`config.mk`:
```
export PLATFORM = sky130hd
export DESIGN_NAME = pmul_core
export DESIGN_NICKNAME = d
export VERILOG_FILES = /design/src/include/pmul_pkg.sv /design/src/verilog/pmul_sync.sv /design/src/verilog/pmul_array.sv /design/src/verilog/pmul_core.sv
export SDC_FILE = /design/constraint.sdc
export NUM_CORES = 1
export LEC_CHECK = 0
export BUFFER_PORTS_ARGS = -buffer_cell sky130_fd_sc_hd__buf_2
export CORE_ASPECT_RATIO = 0.8
export CORE_MARGIN = 2
export CORE_UTILIZATION = 45
export DETAILED_ROUTE_END_ITERATION = 10
export GPL_TIMING_DRIVEN = 0
export PLACE_DENSITY = 0.73
export SLEW_MARGIN = 5
export SYNTH_ARGS = -nofsm -noshare
export SYNTH_HDL_FRONTEND = slang
export SYNTH_HIERARCHICAL = 1
export SYNTH_SLANG_ARGS = --single-unit
export TNS_END_PERCENT = 10
```
`constraint.sdc`:
```
create_clock -name sys_clk_i -period 8.2 [get_ports sys_clk_i]
set_clock_uncertainty 0.1 [all_clocks]
set_input_delay 0.41 -clock sys_clk_i [delete_from_list [all_inputs] [get_ports sys_clk_i]]
set_output_delay 0.41 -clock sys_clk_i [all_outputs]
set_load 0.01 [all_outputs]
```
`src/include/pmul_pkg.sv`:
```
// Purpose: Shared constants for the 16 x 16 parallel multiplier block
// Assumes: Single system clock, all pins synchronised before use
// Notes: Array positions and widths are named here, never in pmul_array
package pmul_pkg;

  // Operand and product widths
  localparam int OPERAND_W = 16;
  localparam int PRODUCT_W = 32;

  // Input register is data plus its mode bit
  localparam int IN_REG_W = OPERAND_W + 1;
  localparam int IN_MODE_BIT = OPERAND_W;

  // Internal full product width of the signed 17 x 17 array
  localparam int ARRAY_W = 2 * IN_REG_W;

  // Round addends for full and shifted formats
  localparam logic [33:0] ROUND_ADD_FULL = 34'h0_0000_8000;
  localparam logic [33:0] ROUND_ADD_SHIFT = 34'h0_0000_4000;

  // Bit positions used in the format adjust stage
  localparam int FULL_SIGN_POS = 31;
  localparam int SHIFT_TOP_POS = 30;
  localparam int SHIFT_LOW_POS = 15;
  localparam int SHIFT_SUB_POS = 14;
  localparam int SIGN_COPY_POS = 15;

  // Clocking variants
  localparam logic VARIANT_SEP_CLOCKS = 1'b1;
  localparam logic VARIANT_ONE_CLOCK = 1'b0;

  // Depth of pin synchronisers
  localparam int SYNC_STAGES = 2;

endpackage

```
`src/verilog/pmul_sync.sv`:
```
// Purpose: Two-stage synchroniser for a bundle of pin levels
// Assumes: Inputs are asynchronous to sys_clk_i
// Notes: First stage is read by the second stage only
`timescale 1ns/10ps
`default_nettype none
module pmul_sync #(
  parameter int WIDTH = 1,
  // Level each stage rests at during reset
  parameter logic [WIDTH-1:0] RST_VAL = '0
) (
  // Clock and reset
  input wire logic sys_clk_i,
  input wire logic rst_n_i,
  // Pin levels in and synchronised levels out
  input wire logic [WIDTH-1:0] pin_i,
  output logic [WIDTH-1:0] sync_o
);

  // Metastability catcher, only feeds the second stage
  logic [WIDTH-1:0] meta_reg;

  generate
    if (WIDTH < 1)
    begin : g_bad_width
      $error("pmul_sync width must be at least one");
    end
  endgenerate

  // Two flip-flops in series per bit
  always_ff @(posedge sys_clk_i or negedge rst_n_i)
  begin
    if (!rst_n_i)
    begin
      meta_reg <= RST_VAL;
      sync_o <= RST_VAL;
    end
    else
    begin
      meta_reg <= pin_i;
      sync_o <= meta_reg;
    end
  end

endmodule // pmul_sync
`default_nettype wire

```
`src/verilog/pmul_array.sv`:
```
// Purpose: Combinational multiplier array with round and format adjust
// Assumes: Operands arrive as mode bit over data from input registers
// Notes: Pure logic, no storage; product follows held operands at once
`timescale 1ns/10ps
`default_nettype none
module pmul_array (
  // Held operands, mode bit on top
  input wire logic [pmul_pkg::IN_REG_W-1:0] x_reg_i,
  input wire logic [pmul_pkg::IN_REG_W-1:0] y_reg_i,
  // Held round bit and live format select
  input wire logic round_i,
  input wire logic format_full_i,
  // Product halves before the product registers
  output logic [pmul_pkg::OPERAND_W-1:0] upper_o,
  output logic [pmul_pkg::OPERAND_W-1:0] lower_o
);

  // Operands widened by mode: sign copy or zero
  logic signed [pmul_pkg::IN_REG_W-1:0] x_ext;
  logic signed [pmul_pkg::IN_REG_W-1:0] y_ext;
  // Raw and rounded products
  logic signed [pmul_pkg::ARRAY_W-1:0] raw_prod;
  logic [pmul_pkg::ARRAY_W-1:0] rnd_prod;
  logic [pmul_pkg::ARRAY_W-1:0] rnd_add;

  // Mode bit high means two's complement, per operand
  always_comb
  begin
    x_ext = {x_reg_i[pmul_pkg::IN_MODE_BIT] &
             x_reg_i[pmul_pkg::OPERAND_W-1],
             x_reg_i[pmul_pkg::OPERAND_W-1:0]};
    y_ext = {y_reg_i[pmul_pkg::IN_MODE_BIT] &
             y_reg_i[pmul_pkg::OPERAND_W-1],
             y_reg_i[pmul_pkg::OPERAND_W-1:0]};
    // 17 x 17 signed covers every mixed case exactly
    raw_prod = x_ext * y_ext;
  end

  // Round weight sits at the top of the lower half for each format
  always_comb
  begin
    if (!round_i)
      rnd_add = '0;
    else if (format_full_i)
      rnd_add = pmul_pkg::ROUND_ADD_FULL;
    else
      rnd_add = pmul_pkg::ROUND_ADD_SHIFT;
    rnd_prod = raw_prod + rnd_add;
  end

  // Full product, or left shifted with sign copied into the low half
  always_comb
  begin
    if (format_full_i)
    begin
      upper_o = rnd_prod[pmul_pkg::PRODUCT_W-1:pmul_pkg::OPERAND_W];
      lower_o = rnd_prod[pmul_pkg::OPERAND_W-1:0];
    end
    else
    begin
      upper_o = rnd_prod[pmul_pkg::SHIFT_TOP_POS:pmul_pkg::SHIFT_LOW_POS];
      lower_o = {rnd_prod[pmul_pkg::FULL_SIGN_POS],
                 rnd_prod[pmul_pkg::SHIFT_SUB_POS:0]};
    end
  end

endmodule // pmul_array
`default_nettype wire

```
`src/verilog/pmul_core.sv`:
```
// Purpose: 16 x 16 clocked parallel multiplier with output steering
// Assumes: All pins asynchronous; sampled through two flip-flops
// Notes: Pin clocks of the separate-clock variant become edge strobes
`timescale 1ns/10ps
`default_nettype none
// What this block does
// - Multiply two 16-bit operands, full 32-bit product
// - Each operand held with mode bit, 17 bits
// - Mode high signed, low unsigned, per operand
// - Two 16-bit product registers, upper and lower
// - Bypass high reloads both product registers every cycle
// - Format high full product, low shifted 31-bit
// - Round adds one at lower half top bit
// - Select low: upper on main, lower shared
// - Select high: lower half on both ports
// - Shared port floats while its enable high
// - Main port driven while its enable low
// - Lower half reaches shared port separately
// - X clock edge loads X, mode, round
// - Y clock edge loads Y, mode, round
// - Upper register loads on its own clock
// - Lower register loads on its own clock
// - One clock loads every enabled register
// - X enable low loads, high holds
// - Y enable loads or holds likewise
// - One product enable loads both halves
// - Round captured when either input clocks
// - Shifted format copies sign to bit 15
module pmul_core #(
  parameter logic SEP_CLOCKS = pmul_pkg::VARIANT_SEP_CLOCKS
) (
  // System clock and reset
  input wire logic sys_clk_i,
  input wire logic rst_n_i,
  // X operand pins
  input wire logic [pmul_pkg::OPERAND_W-1:0] x_data_i,
  input wire logic x_signed_sel_i,
  // Shared Y input / lower product port, input side
  input wire logic [pmul_pkg::OPERAND_W-1:0] shared_port_in_i,
  input wire logic y_signed_sel_i,
  // Product controls
  input wire logic round_ctl_i,
  input wire logic product_bypass_i,
  input wire logic product_format_sel_i,
  input wire logic output_half_sel_i,
  // Output enables, both active low
  input wire logic shared_port_out_en_n_i,
  input wire logic main_port_out_en_n_i,
  // Separate-clock variant register clocks
  input wire logic x_reg_clock_i,
  input wire logic y_reg_clock_i,
  input wire logic upper_product_clock_i,
  input wire logic lower_product_clock_i,
  // Single-clock variant register enables, active low
  input wire logic x_load_en_n_i,
  input wire logic y_load_en_n_i,
  input wire logic product_load_en_n_i,
  // Main output port
  output logic [pmul_pkg::OPERAND_W-1:0] main_port_out_o,
  output logic main_port_oe_o,
  // Shared port, output side
  output logic [pmul_pkg::OPERAND_W-1:0] shared_port_out_o,
  output logic shared_port_oe_o
);

  localparam int W = pmul_pkg::OPERAND_W;
  // Width of the synchronised pin bundle
  localparam int PIN_W = 2 * W + 15;
  // Active-low enables rest high in reset, so nothing drives or loads
  // before the synchroniser has filled with real pin levels
  localparam logic [PIN_W-1:0] PIN_RST = {{(2 * W + 6){1'b0}}, 2'h3, 4'h0,
                                          3'h7};

  generate
    if (W != 16)
    begin : g_bad_width
      $error("pmul_core is built for 16-bit operands only");
    end
  endgenerate

  // Raw pin bundle and its synchronised copy
  logic [PIN_W-1:0] pin_bus;
  logic [PIN_W-1:0] pin_sync;

  // Synchronised pin levels
  logic [W-1:0] x_data_s;
  logic [W-1:0] y_data_s;
  logic x_sgn_s;
  logic y_sgn_s;
  logic round_s;
  logic bypass_s;
  logic format_s;
  logic half_sel_s;
  logic sh_en_n_s;
  logic mn_en_n_s;
  logic x_clk_s;
  logic y_clk_s;
  logic up_clk_s;
  logic lo_clk_s;
  logic x_en_n_s;
  logic y_en_n_s;
  logic p_en_n_s;

  // Previous clock pin levels for edge detection
  logic x_clk_prev_reg;
  logic y_clk_prev_reg;
  logic up_clk_prev_reg;
  logic lo_clk_prev_reg;

  // Load strobes for each register
  logic x_load;
  logic y_load;
  logic up_load;
  logic lo_load;

  // Input registers, mode bit on top
  logic [pmul_pkg::IN_REG_W-1:0] x_reg;
  logic [pmul_pkg::IN_REG_W-1:0] y_reg;
  logic round_reg;

  // Array outputs and product registers
  logic [W-1:0] arr_upper;
  logic [W-1:0] arr_lower;
  logic [W-1:0] upper_product_reg;
  logic [W-1:0] lower_product_reg;

  // Gather all pins so one synchroniser serves them
  assign pin_bus = {x_data_i, shared_port_in_i, x_signed_sel_i,
                    y_signed_sel_i, round_ctl_i, product_bypass_i,
                    product_format_sel_i, output_half_sel_i,
                    shared_port_out_en_n_i, main_port_out_en_n_i,
                    x_reg_clock_i, y_reg_clock_i, upper_product_clock_i,
                    lower_product_clock_i, x_load_en_n_i, y_load_en_n_i,
                    product_load_en_n_i};

  // Two flip-flops on every pin before any logic
  pmul_sync #(
    .WIDTH(PIN_W),
    .RST_VAL(PIN_RST)
  ) u_sync (
    .sys_clk_i(sys_clk_i),
    .rst_n_i(rst_n_i),
    .pin_i(pin_bus),
    .sync_o(pin_sync)
  );

  // Unpack in the same order as packed
  assign {x_data_s, y_data_s, x_sgn_s, y_sgn_s, round_s, bypass_s,
          format_s, half_sel_s, sh_en_n_s, mn_en_n_s, x_clk_s, y_clk_s,
          up_clk_s, lo_clk_s, x_en_n_s, y_en_n_s, p_en_n_s} = pin_sync;

  // Remember last clock pin levels to find rising edges
  always_ff @(posedge sys_clk_i or negedge rst_n_i)
  begin
    if (!rst_n_i)
    begin
      x_clk_prev_reg <= 1'b0;
      y_clk_prev_reg <= 1'b0;
      up_clk_prev_reg <= 1'b0;
      lo_clk_prev_reg <= 1'b0;
    end
    else
    begin
      x_clk_prev_reg <= x_clk_s;
      y_clk_prev_reg <= y_clk_s;
      up_clk_prev_reg <= up_clk_s;
      lo_clk_prev_reg <= lo_clk_s;
    end
  end

  // Choose edge strobes or enables by variant
  // Pin clocks must stay below half sys_clk_i or edges are missed
  always_comb
  begin
    if (SEP_CLOCKS)
    begin
      x_load = x_clk_s & ~x_clk_prev_reg;
      y_load = y_clk_s & ~y_clk_prev_reg;
      up_load = up_clk_s & ~up_clk_prev_reg;
      lo_load = lo_clk_s & ~lo_clk_prev_reg;
    end
    else
    begin
      // Every enabled register loads on the common edge
      x_load = ~x_en_n_s;
      y_load = ~y_en_n_s;
      up_load = ~p_en_n_s;
      lo_load = ~p_en_n_s;
    end
  end

  // X register with its mode bit, holds otherwise
  always_ff @(posedge sys_clk_i or negedge rst_n_i)
  begin
    if (!rst_n_i)
      x_reg <= '0;
    else if (x_load)
      x_reg <= {x_sgn_s, x_data_s};
  end

  // Y register, fed from the shared port input side
  always_ff @(posedge sys_clk_i or negedge rst_n_i)
  begin
    if (!rst_n_i)
      y_reg <= '0;
    else if (y_load)
      y_reg <= {y_sgn_s, y_data_s};
  end

  // Round bit follows whichever input register clocks
  always_ff @(posedge sys_clk_i or negedge rst_n_i)
  begin
    if (!rst_n_i)
      round_reg <= 1'b0;
    else if (x_load || y_load)
      round_reg <= round_s;
  end

  // Signed array with round and format, no storage inside
  pmul_array u_array (
    .x_reg_i(x_reg),
    .y_reg_i(y_reg),
    .round_i(round_reg),
    .format_full_i(format_s),
    .upper_o(arr_upper),
    .lower_o(arr_lower)
  );

  // Upper product register; bypass loads every cycle
  // Bypass still costs one register stage at sys_clk_i
  always_ff @(posedge sys_clk_i or negedge rst_n_i)
  begin
    if (!rst_n_i)
      upper_product_reg <= '0;
    else if (bypass_s || up_load)
      upper_product_reg <= arr_upper;
  end

  // Lower product register; bypass loads every cycle
  always_ff @(posedge sys_clk_i or negedge rst_n_i)
  begin
    if (!rst_n_i)
      lower_product_reg <= '0;
    else if (bypass_s || lo_load)
      lower_product_reg <= arr_lower;
  end

  // Main port multiplexer and its active-low enable
  always_ff @(posedge sys_clk_i or negedge rst_n_i)
  begin
    if (!rst_n_i)
    begin
      main_port_out_o <= '0;
      main_port_oe_o <= 1'b0;
    end
    else
    begin
      if (half_sel_s)
        main_port_out_o <= lower_product_reg;
      else
        main_port_out_o <= upper_product_reg;
      main_port_oe_o <= ~mn_en_n_s;
    end
  end

  // Shared port buffer, lower half only, apart from the mux
  // Host must hold the shared enable high, so the device floats the wire, while it drives Y data
  always_ff @(posedge sys_clk_i or negedge rst_n_i)
  begin
    if (!rst_n_i)
    begin
      shared_port_out_o <= '0;
      shared_port_oe_o <= 1'b0;
    end
    else
    begin
      shared_port_out_o <= lower_product_reg;
      shared_port_oe_o <= ~sh_en_n_s;
    end
  end
endmodule // pmul_core
`default_nettype wire

```
After elaboration in Yosys (flattened, before gate mapping)
Index checks and enable logic that the tools add are counted.
{ "classes": {"n_addsub": 1, "n_mul": 1, "div": 0, "order_cmp": 0, "n_eq_ne": 0, "shifts": 0, "muxes": 5, "n_bitwise": 12, "n_reduce_logical": 3} }
{ "ops": {"columns": ["op", "count"], "rows": [
  ["$mux W16", 5],
  ["$add A32 B32 Y32", 1],
  ["$mul A17 B17 Y32", 1],
  ["$and A1 B1 Y1", 6],
  ["$not A1 Y1", 6],
  ["$logic_or A1 B1 Y1", 3]
]} }
{ "word_totals": {"ff_bits": 199, "latch_bits": 0, "ram_bits": 0, "romBits": 0, "input_bits": 49, "output_inout_bits": 34, "word_cells": 37, "n_memories": 0} }

Depth between registers and ports, before layout
{ "logic_depth": {"word_depth": 4, "mapped_depth": 26, "depth_no_buf": 25} }

Cells and area by module
The synthesis kept the hierarchy.
{ "by_module_without_submodules": {"columns": ["mod", "instances", "cells_per_inst", "area_per_inst_um2"], "rows": [
  ["pmul_array", 1, 1229, 10906.7],
  ["pmul_core", 1, 205, 3813.7],
  ["pmul_sync", 1, 94, 2364.8]
]} }

Worst setup path before layout
OpenSTA, ideal clock, no wires.
{ "synth_timing": {"path_kind": "reg2reg", "startpoint": "register x_reg[16] (netlist bit)", "endpoint": "register upper_product_reg[14]", "setup_time_ns": 0.125, "arrival_time_ns": 6.220, "t_required_ns": 7.975, "slack_ns": 1.755, "path_stages_with_launch": 25, "path_buffers": 1, "period_less_slack_ns": 6.445, "path_cell_list": "dfrtp_1 > and2_1 > clkbuf_1 > nand2_1 > inv_1 > fa_1 > inv_1 > fa_1 > inv_1 > fa_1 > fa_1 > fa_1 > inv_1 > fa_1 > inv_1 > ha_1 > and3_1 > a221o_1 > nor3_2 > a21oi_2 > o41ai_4 > o21ai_2 > xnor2_1 > o21ai_0 > mux2_4"} }
{ "synth_between": {"elab_chain_cells": 4} }
{ "synth_lines": {"columns": ["element", "line_no", "text"], "rows": [
  ["start, declared", "pmul_core.sv:117", "logic [pmul_pkg::IN_REG_W-1:0] x_reg;"],
  ["start signal, assigned", "pmul_core.sv:198", "x_reg <= {x_sgn_s, x_data_s};"],
  ["$and A1 B1 Y1", "pmul_array.sv:29", "x_ext = {x_reg_i[pmul_pkg::IN_MODE_BIT] &"],
  ["$mul A17 B17 Y32", "pmul_array.sv:36", "raw_prod = x_ext * y_ext;"],
  ["$add A32 B32 Y32", "pmul_array.sv:48", "rnd_prod = raw_prod + rnd_add;"],
  ["$mux W16", "pmul_array.sv:54", "if (format_full_i)"],
  ["net arr_upper[14]", "pmul_core.sv:122", "logic [W-1:0] arr_upper;"],
  ["end signal, assigned", "pmul_core.sv:236", "upper_product_reg <= arr_upper;"],
  ["end, declared", "pmul_core.sv:124", "logic [W-1:0] upper_product_reg;"]
]} }
The timed path passes the listed nets, and every way through them passes these cells.
A chain may end at the register's enable or synchronous reset.

Worst setup path after layout
{ "layout_timing": {"startpoint": "register y_reg[8] (netlist bit)", "endpoint": "register upper_product_reg[15]"} }
{ "layout_between": {"elab_chain_cells": 3} }
{ "layout_lines": {"columns": ["element", "line_no", "text"], "rows": [
  ["start, declared", "pmul_core.sv:118", "logic [pmul_pkg::IN_REG_W-1:0] y_reg;"],
  ["start signal, assigned", "pmul_core.sv:207", "y_reg <= {y_sgn_s, y_data_s};"],
  ["$mul A17 B17 Y32", "pmul_array.sv:36", null],
  ["$add A32 B32 Y32", "pmul_array.sv:48", null],
  ["$mux W16", "pmul_array.sv:54", null],
  ["net arr_upper[15]", "pmul_core.sv:122", null]
]} }
The timed path passes the listed nets, and every way through them passes these cells.

==> results.json <==
{
  "clk_pin_slew_ns": 0.07,
  "dieArea_um2": 39200,
  "grt_pass1_vias": 11800,
  "drv_slew": 0,
  "netlist_instances": 1522,
  "cts_resized": 0,
  "crit_required_ns": 8.43,
  "postSynthAreaPerCell_um2": 11.1,
  "syn_area_um2": 16900,
  "drive_gt1_frac": 0.139,
  "grt_start_max_net_pins": 122,
  "slowest_stage": "fa_1",
  "fin_crit_ns": 7.49,
  "drcViolationCount": 0,
  "rows": 63,
  "num-fill-cells": 3196,
  "path_cells": "clkbuf_1 > clkbuf_1 > nand2_1 > fa_1 > inv_1 > fa_1 > fa_1 > fa_1 > fa_1 > inv_1 > fa_1 > inv_1 > ha_1 > and3_1 > a221o_1 > nor3_2 > a21oi_2 > o211ai_1 > a21oi_1 > xnor2_1 > o21ai_0 > mux2_2",
  "hold_class": "flip-flop to flip-flop",
  "worstHoldStart": "u_sync/meta_reg[9]",
  "wl_per_cell_um": 17.9,
  "grt_pass1_wl_um": 62500,
  "core_area_um2": 37000,
  "chipWidth_um": 221,
  "fin_nets": 2079,
  "slowest_delay_ns": 0.60,
  "synth_fp_nets": 1935,
  "fmax_mhz": 133,
  "start_util": 0.457,
  "dp_hpwl_um": 31300,
  "rsz0062_at_grt": "false",
  "clock_sinks": 193,
  "final_hold_viol_count": 0,
  "drt_first_iter_violations": 708,
  "vias_per_cell": 5.08,
  "maxSlewHeadroom": 0.536,
  "boundaryPins": 83,
  "routabilityCongestion": 0.955,
  "status": "finished clean",
  "r2r-start": "y_reg[8]",
  "clockBufferDepth": 2,
  "crit_path_max_fanout": 10,
  "area.growth.synth_to_final_pct": 12.8,
  "port_buffers": 79,
  "clock_latency_ns": 0.45,
  "vias": 11000,
  "crit_path_end_kind": "flip-flop",
  "cts.htree.levels": 4,
  "wl_um": 38800,
  "die_y_um": 177,
  "tns_ns": 0,
  "synth-warning-count": 6,
  "grt-ovfl-total": 0,
  "tightest_slew_ns": 0.697,
  "setup_viol": 0,
  "max_cap_viol_count": 0,
  "drtAntennaViolNets": 0,
  "crit_arrival_ns": 7.73,
  "critical_path_class": "flip-flop to flip-flop",
  "period_share": 0.914,
  "numCtsBuffers": 17,
  "cp-startpoint": "y_reg[8]",
  "cts_tree": "done",
  "cpMostUsedCell": "fa_1",
  "grt_usage": 0.209,
  "antenna_found_initial": 3,
  "cts-root-buf": "clkbuf_16",
  "drt_first_pass_iters": 5,
  "startpoint_type": "flip-flop"
}
-- placed cells by master, fill, tap and decap left out, types with 3 or more instances in the layout --
master           n
inv_1          328
fa_1           284
dfrtp_1        189
nand2_1        166
and2_1         122
buf_2           81
ha_1            80
mux2_2          63
dlygate4sd3_1   45
clkbuf_1        39
nor2_1          27
xnor2_1         24
mux2_4          20
a21oi_1         20
clkbuf_16       17
and3_1          11
o21ai_0         11
o21ai_1         11
a21o_1          10
xor2_1           9
o21a_1           8
nand3_1          7
clkinv_8         6
or2_2            6
nor3_1           5
a31oi_1          5
buf_6            4
nand2b_1         4
o21bai_1         4
o31ai_1          4
dfstp_2          4
nor2b_4          3
bufinv_16        3
a211oi_1         3
mux2i_1          3
-- routing by layer --
metal,vias up,wire length [um],GRT usage
li1,4861,-,-
met1,5716,16100,0.279
met2,367,18100,0.328
met3,70,3590,0.0621
met4,0,991,0.0713
met5,-,0,0
-- worst paths after layout --
kind | endpoint | slack (ns) | cells past startpoint
setup / recovery | upper_product_reg[15] | 0.71 | 22
hold / removal | u_sync/sync_o[9] | 0.25 | 0
setup reg to reg | upper_product_reg[15] | 0.71 | 22
hold reg to reg | u_sync/sync_o[9] | 0.25 | 0
max in group asynchronous | y_reg[7] | 6.60 | 3
min in group asynchronous | lower_product_reg[14] | 0.40 | 2
-- critical path: cells and delay by family (launching register included) --
kind	cells	cell delay, ns
flip-flops	1	0.35
multiplexers	1	0.28
AO/OA/AOI/OAI	5	1.08
AND/OR/NAND/NOR	3	0.57
adder cells (fa/ha/maj)	7	3.43
buffers and inverters	5	1.27
XOR/XNOR	1	0.30
-- cell type report --
cell class                      count  area (um2)  area share
Tap cell                          487         609      0.0319
Multi-Input combinational cell    949       10600       0.555
Sequential cell                   193        4830       0.253
Antenna cell                        1        2.50    0.000131
Inverter                          329        1230      0.0647
Clock inverter                     15         245      0.0128
Timing Repair Buffer              125         883      0.0463
Buffer                             51         262      0.0137
Clock buffer                       17         425      0.0223
-- metrics by stage --
stage	area (um2)	instances	hold WS (ns)	worst slack (ns)	util
2_1_floorplan	16900	1522	0.0144	1.76	-
3_3_place_gp	17900	2088	0.232	0.915	0.484
3_5_place_dp	18000	2089	0.235	0.880	0.485
4_1_cts	19100	2166	0.252	0.852	0.515
5_1_grt	19100	2166	0.256	0.463	0.515
6_report	19100	2167	0.251	0.705	0.515
-- repair_timing --
action                     in CTS  in global routing
buffers inserted                0                  0
hold buffers                   45                  0
setup endpoints to repair       0                  0
hold endpoints to repair      116                  0
Power is not shown: default switching activity piles up to over one toggle a cycle in this logic, so the estimate is an artifact.
